===== config.mk =====
export PLATFORM = sky130hd
export DESIGN_NAME = frs_flash_read_status
export DESIGN_NICKNAME = d
export VERILOG_FILES = /design/src/verilog/frs_pkg.sv /design/src/verilog/frs_flash_read_status.sv
export SDC_FILE = /design/constraint.sdc
export NUM_CORES = 1
export LEC_CHECK = 0
export BUFFER_PORTS_ARGS = -buffer_cell sky130_fd_sc_hd__clkbuf_2
export CORE_MARGIN = 5
export CORE_UTILIZATION = 61
export DETAILED_ROUTE_END_ITERATION = 8
export GPL_ROUTABILITY_DRIVEN = 0
export GPL_TIMING_DRIVEN = 0
export PLACE_DENSITY = 0.86
export SLEW_MARGIN = 20
export SYNTH_ARGS = -nofsm -noshare
export SYNTH_HDL_FRONTEND = slang
export SYNTH_SLANG_ARGS = --single-unit
export TNS_END_PERCENT = 10

===== constraint.sdc =====
create_clock -name i_clock -period 8.7 [get_ports i_clock]
set_input_delay 0.87 -clock i_clock [delete_from_list [all_inputs] [get_ports i_clock]]
set_output_delay 0.87 -clock i_clock [all_outputs]
set_load 0.01 [all_outputs]

===== src/verilog/frs_pkg.sv =====
/*
 Package for the flash read and status logic: instruction codes, address offsets,
 status bit positions and timing counts.
 Assumes a 125 MHz system clock.
*/
package frs_pkg;
   localparam int          CLK_MHZ        = 125;
   localparam int          ERASE_WIN_US   = 120;
   localparam int          ERASE_WIN_CYC  = ERASE_WIN_US * CLK_MHZ;
   localparam int          PROT_ERR_US    = 100;
   localparam int          PROT_ERR_CYC   = PROT_ERR_US * CLK_MHZ;
   localparam int          GAP_US         = 80;
   localparam int          GAP_CYC        = GAP_US * CLK_MHZ;
   localparam int          PROG_TOUT_US   = 400;
   localparam int          PROG_TOUT_CYC  = PROG_TOUT_US * CLK_MHZ;
   localparam int          ERASE_US       = 1000;
   localparam int          ERASE_CYC      = ERASE_US * CLK_MHZ;
   localparam logic [7:0]  CMD_UNLOCK1    = 8'hAA;
   localparam logic [7:0]  CMD_UNLOCK2    = 8'h55;
   localparam logic [7:0]  CMD_IDREAD     = 8'h90;
   localparam logic [7:0]  CMD_PROGRAM    = 8'hA0;
   localparam logic [7:0]  CMD_ERASE_SET  = 8'h80;
   localparam logic [7:0]  CMD_SECT_ERASE = 8'h30;
   localparam logic [7:0]  CMD_BULK_ERASE = 8'h10;
   localparam logic [7:0]  CMD_RESET      = 8'hF0;
   localparam logic [11:0] ADDR_UNLOCK1   = 12'hAAA;
   localparam logic [11:0] ADDR_UNLOCK2   = 12'h554;
   localparam logic [7:0]  OFS_ID         = 8'h02;
   localparam logic [7:0]  OFS_PROT       = 8'h04;
   localparam logic [7:0]  PROT_YES       = 8'h01;
   localparam logic [7:0]  PROT_NO        = 8'h00;
   localparam int          BIT_POLL       = 7;
   localparam int          BIT_TOGGLE     = 6;
   localparam int          BIT_ERROR      = 5;
   localparam int          BIT_EWIN       = 3;
   localparam int          HI_OFS         = 8;
   localparam int          ADDR_W         = 16;
endpackage

===== src/verilog/frs_flash_read_status.sv =====
/*
 Read side, instruction decoder and status word of one dual-bank embedded flash.
 Assumes host bus signals synchronous to i_clock, a single-cycle write strobe
 rising edge as end of a write, and an external array model on the memory ports.
*/
`timescale 1ns/1ps
// Summary of operation
// - After power-up the decoder sits in array read mode.
// - Chip reset or reset instruction puts both arrays in read mode.
// - Identifier read is three writes followed by one read.
// - Secondary array never answers the identifier instruction.
// - Protection read returns 01h when protected and 00h otherwise.
// - Status lives in the low byte: poll 7, toggle 6, error 5, window 3.
// - Big-endian mode moves status to bits 15, 14, 13 and 11.
// - Remaining status bits carry no guaranteed value; they read zero here.
// - Poll bit is inverted data during program, true data after.
// - Poll and toggle valid after fourth or sixth write at the target.
// - Poll bit reads zero while erasing, stored data after.
// - Program into a protected sector is ignored.
// - Erase of only protected sectors: poll reads zero about 100 us.
// - Toggle bit inverts on every read while busy with a select active.
// - Toggling stops at completion and reads return array data.
// - Erase of only protected sectors: toggle reads zero about 100 us.
// - Error bit is zero normally, one on a failed program or erase.
// - Error on a zero to one program or a program timeout.
// - Error bit is cleared only by the reset instruction.
// - Erase window bit reads zero for the window, restarted by each erase command.
// - Instructions open with AAh at AAAh and 55h at 554h; 90h is id read.
// - Invalid sequence or too long a byte gap returns to read mode.
// - Reset instruction is F0h to any even address and leaves special modes.
// - Decode uses address bits 11 to 0; id at 02h, protection at 04h.
module frs_flash_read_status #(
   parameter int ERASE_WIN_CYC = frs_pkg::ERASE_WIN_CYC,
   parameter int PROT_ERR_CYC  = frs_pkg::PROT_ERR_CYC,
   parameter int GAP_CYC       = frs_pkg::GAP_CYC,
   parameter int PROG_TOUT_CYC = frs_pkg::PROG_TOUT_CYC,
   parameter int ERASE_CYC     = frs_pkg::ERASE_CYC,
   // Arbitrary identifier value, chosen only to be recognisable.
   parameter logic [7:0] ID_CODE = 8'h5A
) (
   // Clock and reset
   input  wire logic        i_clock,
   input  wire logic        i_rst,
   // Host bus
   input  wire logic [15:0] i_addr,
   input  wire logic [15:0] i_wdata,
   input  wire logic        i_write_strobe_n,
   input  wire logic        i_read,
   input  wire logic [7:0]  i_primary_sector_selects,
   input  wire logic [3:0]  i_secondary_sector_selects,
   input  wire logic        i_big_endian,
   output logic      [15:0] o_rdata,
   output logic             o_busy,
   // Array side
   input  wire logic [15:0] i_array_data,
   input  wire logic [11:0] i_sector_protect,
   input  wire logic        i_array_done,
   output logic             o_prog_req,
   output logic             o_erase_req,
   output logic      [11:0] o_erase_sectors,
   output logic      [15:0] o_prog_addr,
   output logic      [15:0] o_prog_data
);
   typedef enum logic [3:0] {
      FRS_READ  = 4'h0, FRS_U1 = 4'h1, FRS_U2 = 4'h2, FRS_ID = 4'h3,
      FRS_PGM   = 4'h4, FRS_E3 = 4'h5, FRS_E4 = 4'h6, FRS_E5 = 4'h7,
      FRS_EWIN  = 4'h8, FRS_BUSYP = 4'h9, FRS_BUSYE = 4'hA, FRS_PROTE = 4'hB,
      FRS_ERR   = 4'hC
   } frs_state_e;

   frs_state_e  state_q;
   logic        strobe_prev_q;
   logic        toggle_q;
   logic        secondary_q;
   logic [11:0] sectors_q;
   logic [15:0] paddr_q;
   logic [15:0] pdata_q;
   logic [31:0] timer_q;
   logic [31:0] gap_q;
   logic [15:0] rdata_q;
   logic        prog_req_q;
   logic        erase_req_q;
   logic        bad_bits_q;

   function automatic logic [7:0] frs_status(input logic poll, input logic tog,
                                             input logic err, input logic ewin);
      logic [7:0] s;
      s = 8'h00;
      s[frs_pkg::BIT_POLL]   = poll;
      s[frs_pkg::BIT_TOGGLE] = tog;
      s[frs_pkg::BIT_ERROR]  = err;
      s[frs_pkg::BIT_EWIN]   = ewin;
      return s;
   endfunction

   wire logic [11:0] sel_vec  = {i_secondary_sector_selects, i_primary_sector_selects};
   wire logic        any_sel  = |sel_vec;
   wire logic        sec_sel  = |i_secondary_sector_selects;
   wire logic        wr_done  = i_write_strobe_n & ~strobe_prev_q & any_sel;
   wire logic [11:0] a12      = i_addr[11:0];
   wire logic [7:0]  wb       = i_wdata[7:0];
   wire logic        prot_hit = |(sel_vec & i_sector_protect);
   wire logic        busy     = (state_q == FRS_BUSYP) | (state_q == FRS_BUSYE) |
                                (state_q == FRS_PROTE) | (state_q == FRS_EWIN);
   wire logic        same_arr = (sec_sel == secondary_q);
   wire logic        err_st   = (state_q == FRS_ERR);
   wire logic        zero_one = bad_bits_q;

   always_ff @(posedge i_clock or posedge i_rst) begin
      if (i_rst) begin
         strobe_prev_q <= 1'b1;
      end else begin
         strobe_prev_q <= i_write_strobe_n;
      end
   end

   // Instruction decoder and algorithm sequencing.
   always_ff @(posedge i_clock or posedge i_rst) begin
      if (i_rst) begin
         state_q     <= FRS_READ;
         secondary_q <= 1'b0;
         sectors_q   <= 12'h000;
         paddr_q     <= 16'h0000;
         pdata_q     <= 16'h0000;
         timer_q     <= 32'h0000_0000;
         gap_q       <= 32'h0000_0000;
         prog_req_q  <= 1'b0;
         erase_req_q <= 1'b0;
         bad_bits_q  <= 1'b0;
      end else begin
         prog_req_q  <= 1'b0;
         erase_req_q <= 1'b0;
         if (timer_q != 32'h0000_0000) begin
            timer_q <= timer_q - 32'h0000_0001;
         end
         if (wr_done) begin
            gap_q <= 32'h0000_0000;
         end else if (gap_q != 32'hFFFF_FFFF) begin
            gap_q <= gap_q + 32'h0000_0001;
         end
         case (state_q)
            FRS_READ: begin
               if (wr_done && wb == frs_pkg::CMD_UNLOCK1 && a12 == frs_pkg::ADDR_UNLOCK1) begin
                  state_q     <= FRS_U1;
                  secondary_q <= sec_sel;
               end
            end
            FRS_U1, FRS_U2, FRS_PGM, FRS_E3, FRS_E4, FRS_E5: begin
               if (gap_q > 32'(GAP_CYC) && !wr_done) begin
                  state_q <= FRS_READ;
               end else if (wr_done) begin
                  state_q <= FRS_READ;
                  if (state_q != FRS_PGM && wb == frs_pkg::CMD_RESET && !i_addr[0]) begin
                     state_q <= FRS_READ;
                  end else if (state_q == FRS_U1 && wb == frs_pkg::CMD_UNLOCK2 &&
                               a12 == frs_pkg::ADDR_UNLOCK2) begin
                     state_q <= FRS_U2;
                  end else if (state_q == FRS_U2 && a12 == frs_pkg::ADDR_UNLOCK1) begin
                     if (wb == frs_pkg::CMD_IDREAD) begin
                        state_q <= FRS_ID;
                     end else if (wb == frs_pkg::CMD_PROGRAM) begin
                        state_q <= FRS_PGM;
                     end else if (wb == frs_pkg::CMD_ERASE_SET) begin
                        state_q <= FRS_E3;
                     end
                  end else if (state_q == FRS_PGM) begin
                     paddr_q <= i_addr;
                     pdata_q <= i_wdata;
                     bad_bits_q <= |(i_wdata & ~i_array_data);
                     if (prot_hit) begin
                        state_q <= FRS_READ;
                     end else begin
                        state_q    <= FRS_BUSYP;
                        prog_req_q <= 1'b1;
                        timer_q    <= 32'(PROG_TOUT_CYC);
                     end
                  end else if (state_q == FRS_E3 && wb == frs_pkg::CMD_UNLOCK1 &&
                               a12 == frs_pkg::ADDR_UNLOCK1) begin
                     state_q <= FRS_E4;
                  end else if (state_q == FRS_E4 && wb == frs_pkg::CMD_UNLOCK2 &&
                               a12 == frs_pkg::ADDR_UNLOCK2) begin
                     state_q <= FRS_E5;
                  end else if (state_q == FRS_E5 && wb == frs_pkg::CMD_SECT_ERASE) begin
                     state_q   <= FRS_EWIN;
                     sectors_q <= sel_vec;
                     timer_q   <= 32'(ERASE_WIN_CYC);
                  end else if (state_q == FRS_E5 && wb == frs_pkg::CMD_BULK_ERASE) begin
                     sectors_q <= ~i_sector_protect;
                     if (&i_sector_protect) begin
                        state_q <= FRS_PROTE;
                        timer_q <= 32'(PROT_ERR_CYC);
                     end else begin
                        state_q     <= FRS_BUSYE;
                        erase_req_q <= 1'b1;
                        timer_q     <= 32'(ERASE_CYC);
                     end
                  end
               end
            end
            FRS_ID: begin
               if (wr_done && wb == frs_pkg::CMD_RESET && !i_addr[0]) begin
                  state_q <= FRS_READ;
               end
            end
            FRS_EWIN: begin
               if (wr_done && wb == frs_pkg::CMD_SECT_ERASE) begin
                  sectors_q <= sectors_q | sel_vec;
                  timer_q   <= 32'(ERASE_WIN_CYC);
               end else if (wr_done) begin
                  state_q <= FRS_READ;
               end else if (timer_q == 32'h0000_0000) begin
                  if ((sectors_q & ~i_sector_protect) == 12'h000) begin
                     state_q <= FRS_PROTE;
                     timer_q <= 32'(PROT_ERR_CYC);
                  end else begin
                     sectors_q   <= sectors_q & ~i_sector_protect;
                     state_q     <= FRS_BUSYE;
                     erase_req_q <= 1'b1;
                     timer_q     <= 32'(ERASE_CYC);
                  end
               end
            end
            FRS_BUSYP: begin
               if (zero_one || (timer_q == 32'h0000_0000 && !i_array_done)) begin
                  state_q <= FRS_ERR;
               end else if (i_array_done) begin
                  state_q <= FRS_READ;
               end
            end
            FRS_BUSYE: begin
               if (timer_q == 32'h0000_0000 && !i_array_done) begin
                  state_q <= FRS_ERR;
               end else if (i_array_done) begin
                  state_q <= FRS_READ;
               end
            end
            FRS_PROTE: begin
               if (timer_q == 32'h0000_0000) begin
                  state_q <= FRS_READ;
               end
            end
            FRS_ERR: begin
               if (wr_done && wb == frs_pkg::CMD_RESET && !i_addr[0]) begin
                  state_q <= FRS_READ;
               end
            end
            default: state_q <= FRS_READ;
         endcase
      end
   end

   // Toggle bit flips on each selected read while busy or in error, except in FRS_PROTE.
   always_ff @(posedge i_clock or posedge i_rst) begin
      if (i_rst) begin
         toggle_q <= 1'b0;
      end else if (!busy && !err_st) begin
         toggle_q <= 1'b0;
      end else if (i_read && any_sel && state_q != FRS_PROTE) begin
         toggle_q <= ~toggle_q;
      end
   end

   // Read data path.
   wire logic       poll_now = (state_q == FRS_BUSYP) ?
                               ~pdata_q[frs_pkg::BIT_POLL] : 1'b0;
   wire logic [7:0] st_byte  = frs_status(poll_now, (state_q == FRS_PROTE) ? 1'b0 : toggle_q,
                                          err_st, state_q != FRS_EWIN);

   always_ff @(posedge i_clock or posedge i_rst) begin
      if (i_rst) begin
         rdata_q <= 16'h0000;
      end else if (i_read) begin
         if ((busy || err_st) && same_arr && any_sel) begin
            rdata_q <= i_big_endian ? {st_byte, 8'h00} : {8'h00, st_byte};
         end else if (state_q == FRS_ID && a12[7:0] == frs_pkg::OFS_ID) begin
            rdata_q <= secondary_q ? i_array_data : {8'h00, ID_CODE};
         end else if (state_q == FRS_ID && a12[7:0] == frs_pkg::OFS_PROT) begin
            rdata_q <= {8'h00, prot_hit ? frs_pkg::PROT_YES : frs_pkg::PROT_NO};
         end else begin
            rdata_q <= i_array_data;
         end
      end
   end

   assign o_rdata         = rdata_q;
   assign o_prog_req      = prog_req_q;
   assign o_erase_req     = erase_req_q;
   assign o_erase_sectors = sectors_q;
   assign o_prog_addr     = paddr_q;
   assign o_prog_data     = pdata_q;

   always_ff @(posedge i_clock or posedge i_rst) begin
      if (i_rst) begin
         o_busy <= 1'b0;
      end else begin
         o_busy <= busy;
      end
   end
endmodule


---- Word-level counts from Yosys, hierarchy flattened ----
Cells that the tools add are included.
W data, S select, Z words.
storage, ports and cells
  bits in registers ....................... 135
  bits of input ports ..................... 78
  output and inout port bits .............. 63
operators by class
  add/subtract/negate cells ............... 2
  $lt $le $gt $ge ......................... 1
  equal/unequal tests ..................... 47
  mux-type cells .......................... 95
  bitwise gates (word level) .............. 18
  reduce and logical (&&, ||, !) cells .... 50
operators by type and width
  cell                     count
  $mux W32                 17
  $mux W12                 14
  $mux W16                 5
  $mux W4                  20
  $pmux W32 S2             1
  $eq A8 B8 Y1 const B     5
  $mux W17                 2
  $add A32 B1 Y32 const B  1
  $gt A32 B14 Y1 const B   1
  $logic_not A32 Y1        1
  $ne A32 B32 Y1 const B   1
  $reduce_bool A32 Y1      1
  $sub A32 B1 Y32 const B  1
  $mux W1                  30
  $pmux W4 S7              1
  $logic_and A1 B1 Y1      25
  $and A12 B12 Y12         2
  $pmux W12 S2             1
  $reduce_or A12 Y1        2
  $eq A4 B4 Y1 const B     5
  $ne A2 B2 Y1 const B     10
  $and A16 B16 Y16         1
  $eq A4 B3 Y1 const B     4
  $not A16 Y16             1
  other kinds (37)         61

---- Logic depth before layout (Yosys ltp) ----
Gate-level depths: netlist (run 1).
  depth in word-level cells ............... 13
  mapped depth ............................ 10
  gate-level depth less buffers ........... 10

---- Worst setup path after synthesis (run 1) ----
Ideal clock, no wire load.
  kind .................................... in2reg
  start point ............................. input port i_addr[0]
  end point ............................... register state_q[0]
  setup time .............................. 0.125 ns
  data arrival time ....................... 2.749 ns
  data required time ...................... 8.575 ns
  setup slack ............................. 5.826 ns
  cell stages on the path ................. 6
  buffers on the path ..................... 0
  cell sequence ........................... or3b_1 -> or4_4 -> o31a_1 -> o21ai_0 -> o2111ai_2 -> mux2_2
between the ends
  longest elaborated chain between the ends .. 11
  elaborated cells between the ends (all ways) .. 22
  those cells by class .................... 4 x eq/ne; 9 x mux; 9 x reduce/logical
ends and longest elaborated chain
  what                  line                                                        RTL
  from (decl)           frs_flash_read_status.sv:45                                 input wire logic [15:0] i_addr,
  $eq A12 B11 Y1        frs_flash_read_status.sv:156, frs_flash_read_status.sv:181
  $logic_and A1 B1 Y1   frs_flash_read_status.sv:180                                end else if (state_q == FRS_E4 && wb == frs_pkg::CMD_UNLOCK2 &&
  $mux W4               frs_flash_read_status.sv:180
  $mux W4               frs_flash_read_status.sv:177                                end else if (state_q == FRS_E3 && wb == frs_pkg::CMD_UNLOCK1 &&
  $mux W4               frs_flash_read_status.sv:166                                end else if (state_q == FRS_PGM) begin
  $mux W4               frs_flash_read_status.sv:158                                end else if (state_q == FRS_U2 && a12 == frs_pkg::ADDR_UNLOCK1) begin
  $mux W4               frs_flash_read_status.sv:155                                end else if (state_q == FRS_U1 && wb == frs_pkg::CMD_UNLOCK2 &&
  $mux W4               frs_flash_read_status.sv:153                                if (state_q != FRS_PGM && wb == frs_pkg::CMD_RESET && !i_addr[0]) begin
  $mux W4               frs_flash_read_status.sv:151                                end else if (wr_done) begin
  $mux W4               frs_flash_read_status.sv:149                                if (gap_q > 32'(GAP_CYC) && !wr_done) begin
  $pmux W4 S7           frs_flash_read_status.sv:141                                case (state_q)
  to (signal assigned)  frs_flash_read_status.sv:150                                state_q <= FRS_READ;
  to (signal assigned)  frs_flash_read_status.sv:152                                state_q <= FRS_READ;
  to (signal assigned)  frs_flash_read_status.sv:154                                state_q <= FRS_READ;
  to (decl)             frs_flash_read_status.sv:71                                 frs_state_e state_q;
Several ways; a longest one is shown, not always the timed one. The select of a mux whose other input is x is not followed.
A chain may end at the register's enable or synchronous reset.

---- Worst setup path in the final report (run 1) ----
  start point ............................. input port i_primary_sector_selects[5]
  end point ............................... register timer_q[26]
between the ends
  longest elaborated chain between the ends .. 10
  elaborated cells between the ends (all ways) .. 17
  those cells by class .................... 10 x mux; 2 x bitwise; 5 x reduce/logical
ends and longest elaborated chain
  what                  line                          RTL
  from (decl)           frs_flash_read_status.sv:49   input wire logic [7:0] i_primary_sector_selects,
  $and A12 B12 Y12      frs_flash_read_status.sv:102  wire logic prot_hit = |(sel_vec & i_sector_protect);
  $reduce_or A12 Y1     frs_flash_read_status.sv:102
  $mux W32              frs_flash_read_status.sv:170  if (prot_hit) begin
  $mux W32              frs_flash_read_status.sv:166
  $mux W32              frs_flash_read_status.sv:158
  $mux W32              frs_flash_read_status.sv:155
  $mux W32              frs_flash_read_status.sv:153
  $mux W32              frs_flash_read_status.sv:151
  $mux W32              frs_flash_read_status.sv:149
  $pmux W32 S2 *        frs_flash_read_status.sv:141
  to (signal assigned)  frs_flash_read_status.sv:134  timer_q <= timer_q - 32'h0000_0001;
  to (signal assigned)  frs_flash_read_status.sv:175  timer_q <= 32'(PROG_TOUT_CYC);
  to (signal assigned)  frs_flash_read_status.sv:186  timer_q <= 32'(ERASE_WIN_CYC);
  to (decl)             frs_flash_read_status.sv:78   logic [31:0] timer_q;
Every way passes the cells marked *; elsewhere a longest branch is shown, timed or not.

==> out/results.txt, run 1 <==
CTS tree = yes
Placed Instances = 1178
Remaining Overflow, GRT = 0
wire per inst = 19.9 µm
switch share = 37.4%
Yosys cell types = 89
Post-CTS Hold Fix Bufs = 0
clk sinks = 135
Max FO, Critical Path = 10
min-delay worst type = in2async
Seq/Total Area, Yosys = 42.2%
maximum VDD drop = 0.252 mV
reg2reg end = o_prog_addr[6]$_DFFE_PP0P_
WL final = 24100 µm
flops & latches, synth = 135
Worst EP arrival = 3.35 ns
die area = 0.0155 mm²
Sequential Power Share = 34.8%
# resized after CTS = 0
Slew HR = 38.3%
Cell Count, Final, Fillers Out = 1210
die height = 125 µm
worst-skew pair later-pin latency = 0.43 ns
antenna fix cells = 0
skew final = 0.00759 ns
# IOs = 141
via/cell ratio = 6.50
Worst Path Required = 8.98 ns
Worst Tran Pin Value = 0.914 ns
Worst Setup SP = i_primary_sector_selects[5]
final count of hold timing violations = 0
power per cell area = 270 mW/mm²
H-tree Lvls = 4
met3 usage = 6.90%
IO buf count = 140
Comb power frac = 36.6%
setup bufs post-CTS = 0
share of cells above drive strength 1 = 24.1%
row count = 41
R2R Setup Slk = 5.67 ns
M1 GR Usage = 37.3%
CTS max path bufs = 2
minimum clock period = 3.08 ns
Reg2Reg Depth = 6
max cap viols = 0
Root Driver = clkbuf_16
vias in the first global route = 7713
yosys warns = 0
Initial DRC Count = 884
period utilization = 35.4%
async set or reset register ratio after synthesis = 100%
startpoint types = input port
Worst setup EP type = flop
Leakage = 4.28 nW
status = completed
total track usage = 30.9%
vias = 7863
Crit Path Class = in2reg
core box area = 0.0127 mm²
Clock transition at path regs = 0.06 ns
Post-Syn Area = 0.00800 mm²
nets = 1107
die width = 125 µm
grt peak-use layer = met2
Layout Area Growth over Synthesis = 19.5%
Internal Pwr Total = 1.61 mW
synthesized area per cell = 9.25 µm²
met2 Use GR = 51.9%
RSZ-0062 raised after global routing = false
clock power share = 28.7%
initial antenna violation count = 0
final setup TNS = 0 ns
first-pass GRT wire length = 39200 µm
max-slew violation count = 0
Max Fclk = 0.325 GHz
EDFF count, synth = 0
r2r startpoint = state_q[2]$_DFFE_PP0P_
router iterations before antenna repair = 6
Residual DRC = 0
Psw = 0.967 mW
Num CTS Buffers = 17
Initial Util = 62.9%
Post-synth top flop = dfrtp_1
Gate Count Post-Synth = 865
maximum number of pins on one net before global-route repair = 80
DP HPWL = 17200 µm
final setup fails = 0
critical path endpoint = timer_q[26]$_DFF_PP0_
Syn Nets = 947
Antenna Nets Post-Route = 0
## worst max-delay path, stage by stage
cell      delay [ns]
clkbuf_2        0.11
nor4_1          0.78
a311o_1         0.32
buf_2           0.26
o21ai_0         0.18
o22ai_2         0.27
clkbuf_1        0.41
a21oi_1         0.14
## through the flow
stage | power [mW] | hold slack (ns) | area, µm² | setup WS [ns] | util, %
2_1_floorplan | 1.49 | 0.507 | 8000 | 4.22 | -
6_report | 2.58 | 0.453 | 9570 | 5.62 | 75.2
3_5_place_dp | 1.81 | 0.471 | 8950 | 5.21 | 70.4
3_3_place_gp | 1.78 | 0.467 | 8920 | 2.86 | 70.1
4_1_cts | 2.57 | 0.476 | 9570 | 5.66 | 75.2
5_1_grt | 2.71 | 0.488 | 9570 | 5.49 | 75.2
## routing by layer
metal  routed length [µm]  vias up  part of all wire [%]
met5                    0        -                     0
met4                 1140        0                   4.7
met3                 1730      110                   7.2
met2                12100      444                    50
met1                 9160     3751                    38
li1                     -     3558                     -
## flip-flops by register name, indices dropped and copies added (netlist names)
register / cells
secondary_q: 1
o_rdata: 16
o_prog_req: 1
timer_q: 32
o_prog_data: 16
bad_bits_q: 1
gap_q: 32
toggle_q: 1
strobe_prev_q: 1
o_prog_addr: 16
o_erase_req: 1
state_q: 4
o_busy: 1
o_erase_sectors: 12
## logic make-up after synthesis
group	share of synthesized area [%]
and+or+nand+nor	25.2
AOI/OAI and AO/OA	17.8
DFF	42.2
buffers and inverters	4.11
xor gates and xnor gates	4.92
muxes	5.14
adders and majority gates	0.625
## layout make-up
type	instances	area, µm²
clock inverter	14	174
buffer	39	186
inverter	38	150
multi-input combinational	653	4290
fill	944	3160
tap	172	215
sequential	135	3380
timing repair buffer	141	728
clock buffer	18	439
## layout by cell type, fill, tap and decap left out, types with 5 or more instances in the layout
| cell type | instances |
|---|---|
| a2111oi_0 | 5 |
| a21oi_1 | 46 |
| a221oi_1 | 9 |
| a22o_1 | 5 |
| a22oi_1 | 10 |
| a31oi_1 | 12 |
| and2_1 | 5 |
| and3_1 | 13 |
| and4_1 | 7 |
| buf_2 | 5 |
| clkbuf_1 | 27 |
| clkbuf_16 | 17 |
| clkbuf_2 | 140 |
| dfrtp_1 | 134 |
| inv_1 | 36 |
| mux2_2 | 33 |
| nand2_1 | 36 |
| nand3_1 | 39 |
| nand3b_1 | 6 |
| nand4_1 | 25 |
| nand4b_1 | 5 |
| nor2_1 | 99 |
| nor2b_1 | 17 |
| nor3_1 | 27 |
| nor4_1 | 18 |
| o211ai_1 | 8 |
| o21ai_0 | 41 |
| o21ai_1 | 13 |
| o22ai_1 | 5 |
| o31ai_1 | 7 |
| or2_2 | 5 |
| or3_1 | 17 |
| or4_1 | 7 |
| or4_4 | 5 |
| xnor2_1 | 10 |
| xor2_1 | 35 |
## Yosys cell counts (all sizes together) (3+ instances only)
cell type  instances  area [µm²]
dfrtp            134        3350
a221oi             9        78.8
nor2              99         372
inv               38         143
o21ai             55         287
and4               7        61.3
xor2              35         307
mux2              33         372
a31oi             12        75.1
nor2b             17         106
a22oi             10        75.1
nor3              29         168
nand2             37         141
or4               12         109
mux2i              4        40.0
o211ai             8        60.1
nand3             40         205
a2111oi            6        71.3
a211oi             4        42.5
ha                 4        50.1
xnor2             10        87.6
a22o               5        43.8
and2               6        37.5
nand4             26         169
o22ai              6        43.8
nand4b             5        43.8
nor4b              5        50.0
or2                6        37.5
nand3b             6        45.0
a211o              5        45.0
and3              14        88.8
clkbuf            27         101
nor4              21         159
or3               17         106
buf               12        85.1
o31ai              7        52.6
nor3b              3        22.5
a21oi             46         230
nand2b             3        18.8
or3b               3        28.8
o2111ai            3        32.5
o2bb2ai            4        35.0
## worst min path at each step
stage / from / depth (start not counted) / slack, ns / to
final: i_rst / 2 / 0.45 / o_prog_addr[12]$_DFFE_PP0P_
after global routing: i_rst / 2 / 0.49 / o_prog_addr[12]$_DFFE_PP0P_
after CTS: i_rst / 2 / 0.48 / o_prog_addr[12]$_DFFE_PP0P_
after detailed placement: o_rdata[3]$_DFFE_PP0P_ / 2 / 0.47 / o_rdata[3]$_DFFE_PP0P_
after global placement: o_rdata[3]$_DFFE_PP0P_ / 2 / 0.47 / o_rdata[3]$_DFFE_PP0P_
after floorplan: secondary_q$_DFFE_PP0P_ / 2 / 0.51 / secondary_q$_DFFE_PP0P_
## power by group through the flow
| stage | registers [mW] | clock network (mW) | logic (mW) |
|---|---|---|---|
| floorplan | 0.931 | 0 | 0.558 |
| global placement | 0.892 | 0 | 0.890 |
| detailed placement | 0.899 | 0 | 0.915 |
| CTS | 0.894 | 0.748 | 0.929 |
| global route | 0.914 | 0.778 | 1.02 |
| finish | 0.898 | 0.740 | 0.943 |
Power figures use the tool's default switching activity.
==> inputs of run 2 (changes only) <==
--- a/config.mk
+++ b/config.mk
@@ -7,11 +7,11 @@
 export LEC_CHECK = 0
 export BUFFER_PORTS_ARGS = -buffer_cell sky130_fd_sc_hd__clkbuf_2
 export CORE_MARGIN = 5
-export CORE_UTILIZATION = 61
+export CORE_UTILIZATION = 57
 export DETAILED_ROUTE_END_ITERATION = 8
 export GPL_ROUTABILITY_DRIVEN = 0
 export GPL_TIMING_DRIVEN = 0
-export PLACE_DENSITY = 0.86
+export PLACE_DENSITY = 0.81
 export SLEW_MARGIN = 20
 export SYNTH_ARGS = -nofsm -noshare
 export SYNTH_HDL_FRONTEND = slang
==> constraint.sdc (replaced) <==
create_clock -name i_clock -period 3.1 [get_ports i_clock]
set_input_delay 0.31 -clock i_clock [delete_from_list [all_inputs] [get_ports i_clock]]
set_output_delay 0.31 -clock i_clock [all_outputs]
set_load 0.01 [all_outputs]
==> out/results.txt, run 2 (synthesis gave the netlist of run 1 again) <==
Worst Path Required = 3.42 ns (was 8.98 ns)
H-tree Lvls = 4 (unchanged)
maximum VDD drop = 0.594 mV (was 0.252 mV)
Max Fclk = 0.339 GHz
WL final = 23600 µm (was 24100 µm)
area of the multi-input gates = 0.00430 mm² (was 0.00429 mm²)
Initial DRC Count = 761 (was 884)
Layout Area Growth over Synthesis = 20.3% (was 19.5%)
most common cell after layout, fill and taps aside = clkbuf_2 (unchanged)
FF+latch area = 0.00338 mm² (unchanged)
Crit Path Class = reg2reg (was in2reg)
die area = 0.0165 mm² (was 0.0155 mm²)
Worst EP arrival = 3.26 ns (was 3.35 ns)
wire per inst = 19.3 µm (was 19.9 µm)
DP HPWL = 17700 µm (was 17200 µm)
# IOs = 141 (unchanged)
Residual DRC = 0 (unchanged)
Worst Tran Pin Value = 0.966 ns (was 0.914 ns)
max cap viols = 0 (unchanged)
Num CTS Buffers = 17 (unchanged)
status = completed (unchanged)
minimum clock period = 2.95 ns
Remaining Overflow, GRT = 0 (unchanged)
hold slack = 0.101 ns (was 0.453 ns)
worst-skew pair later-pin latency = 0.44 ns (was 0.43 ns)
skew final = 0.00993 ns (was 0.00759 ns)
nets = 1112 (was 1107)
via/cell ratio = 6.32 (was 6.50)
router iterations before antenna repair = 5 (was 6)
Fill cells = 1070 (was 944)
Leakage = 4.30 nW (was 4.28 nW)
first-pass GRT wire length = 38500 µm (was 39200 µm)
vias = 7728 (was 7863)
most frequent cells in the layout = 140 x clkbuf_2, 134 x dfrtp_1, 99 x nor2_1, 46 x a21oi_1, 41 x o21ai_0 (unchanged)
final setup fails = 0 (unchanged)
Tot Pwr = 7.13 mW (was 2.58 mW)
Root Driver = clkbuf_16 (unchanged)
total track usage = 29.0% (was 30.9%)
leading registers by flop count = gap_q (32), timer_q (32) (unchanged)
power per cell area = 741 mW/mm² (was 270 mW/mm²)
post-layout util = 69.6% (was 75.2%)
RSZ-0062 raised after global routing = false (unchanged)
startpoint types = flop (was input port)
placed cell area = 0.00901 mm² (was 0.00895 mm²)
Antenna Nets Post-Route = 0 (unchanged)
max-slew violation count = 0 (unchanged)
Worst setup EP type = flop (unchanged)
row count = 43 (was 41)
IO buf count = 140 (unchanged)
antenna fix cells = 0 (unchanged)
die width = 128 µm (was 125 µm)
Slew HR = 35.0% (was 38.3%)
setup bufs post-CTS = 0 (unchanged)
Max FO, Critical Path = 10 (unchanged)
min-delay worst type = in2reg (was in2async)
Initial Util = 57.9% (was 62.9%)
core box area = 0.0138 mm² (was 0.0127 mm²)
period utilization = 95.1%
clk sinks = 135 (unchanged)
CTS tree = yes (unchanged)
maximum number of pins on one net before global-route repair = 35 (was 80)
final setup TNS = 0 ns (unchanged)
final count of hold timing violations = 0 (unchanged)
Clock transition at path regs = 0.07 ns (was 0.06 ns)
design area = 0.00962 mm² (was 0.00957 mm²)
die height = 128 µm (was 125 µm)
share of cells above drive strength 1 = 24.3% (was 24.1%)
vias in the first global route = 7752 (was 7713)
CTS max path bufs = 2 (unchanged)
initial antenna violation count = 0 (unchanged)
-- run 2: cell count changes in the layout (fill, tap and decap cells not counted) --
cell           delta
nor4_4            +1
bufinv_16         -2
nor4_2            -1
buf_12            +4
clkinv_2          -2
inv_6             +4
clkinvlp_4        -1
inv_8             +2
clkbuf_8          -1
buf_16            -1
dlygate4sd3_1     +2
-- run 2: critical path: stages (launching register included) --
cell      delay (ns)
dfrtp_1         0.41
clkbuf_1        0.39
nor2b_1         0.34
nand2_1         0.26
nor2_1          0.51
clkbuf_1        0.51
mux2_2          0.41
-- run 2: worst paths after layout --
path	to	slack (ns)	depth (start not counted)	start
setup / recovery	o_prog_addr[3]$_DFFE_PP0P_	0.15	6	state_q[2]$_DFFE_PP0P_
hold / removal	o_prog_addr[13]$_DFFE_PP0P_	0.10	2	i_addr[13]
setup reg to reg	o_prog_addr[3]$_DFFE_PP0P_	0.15	6	state_q[2]$_DFFE_PP0P_
hold reg to reg	o_rdata[3]$_DFFE_PP0P_	0.49	2	o_rdata[3]$_DFFE_PP0P_
max in group asynchronous	o_rdata[6]$_DFFE_PP0P_	2.03	5	i_rst
min in group asynchronous	gap_q[4]$_DFFE_PP0P_	0.38	3	i_rst
-- run 2: per-layer routing --
layer  routed length, µm  GRT usage [%]  vias to the layer above
met3                1600           6.48                       98
li1                    -              -                     3560
met4                1010           14.1                        0
met1                9240           35.9                     3693
met2               11800           48.0                      377
met5                   0              0                        -
-- run 2: final cells by class --
class	instances	share of cell area [%]
plain buffers	39	1.94
clock buffers	17	4.42
clock inverters	15	1.64
inverters	38	1.52
multi-input cells	653	44.7
flip-flops and latches	135	35.1
well taps	180	2.34
repair buffers	146	8.32
-- run 2: metrics by stage --
| step | setup slack [ns] | cells |
|---|---|---|
| after floorplan | 0.565 | 865 |
| after global placement | 0.161 | 1185 |
| after detailed placement | 0.188 | 1189 |
| after CTS | 0.174 | 1223 |
| after global routing | 0.0212 | 1223 |
| final | 0.153 | 1223 |
-- run 2: what timing repair did --
| action | 4_1_cts | 5_1_grt |
|---|---|---|
| endpoints found under the hold margin | 9 | 0 |
| setup endpoints to repair | 0 | 3 |
| resized for setup | 0 | 1 |
| hold buffers | 2 | 0 |
-- run 2: power breakdown --
group / switching [mW] / total, mW / internal [mW]
combinational: 1.56 / 2.62 / 1.05
clock: 0.864 / 2.00 / 1.14
sequential: 0.317 / 2.51 / 2.19
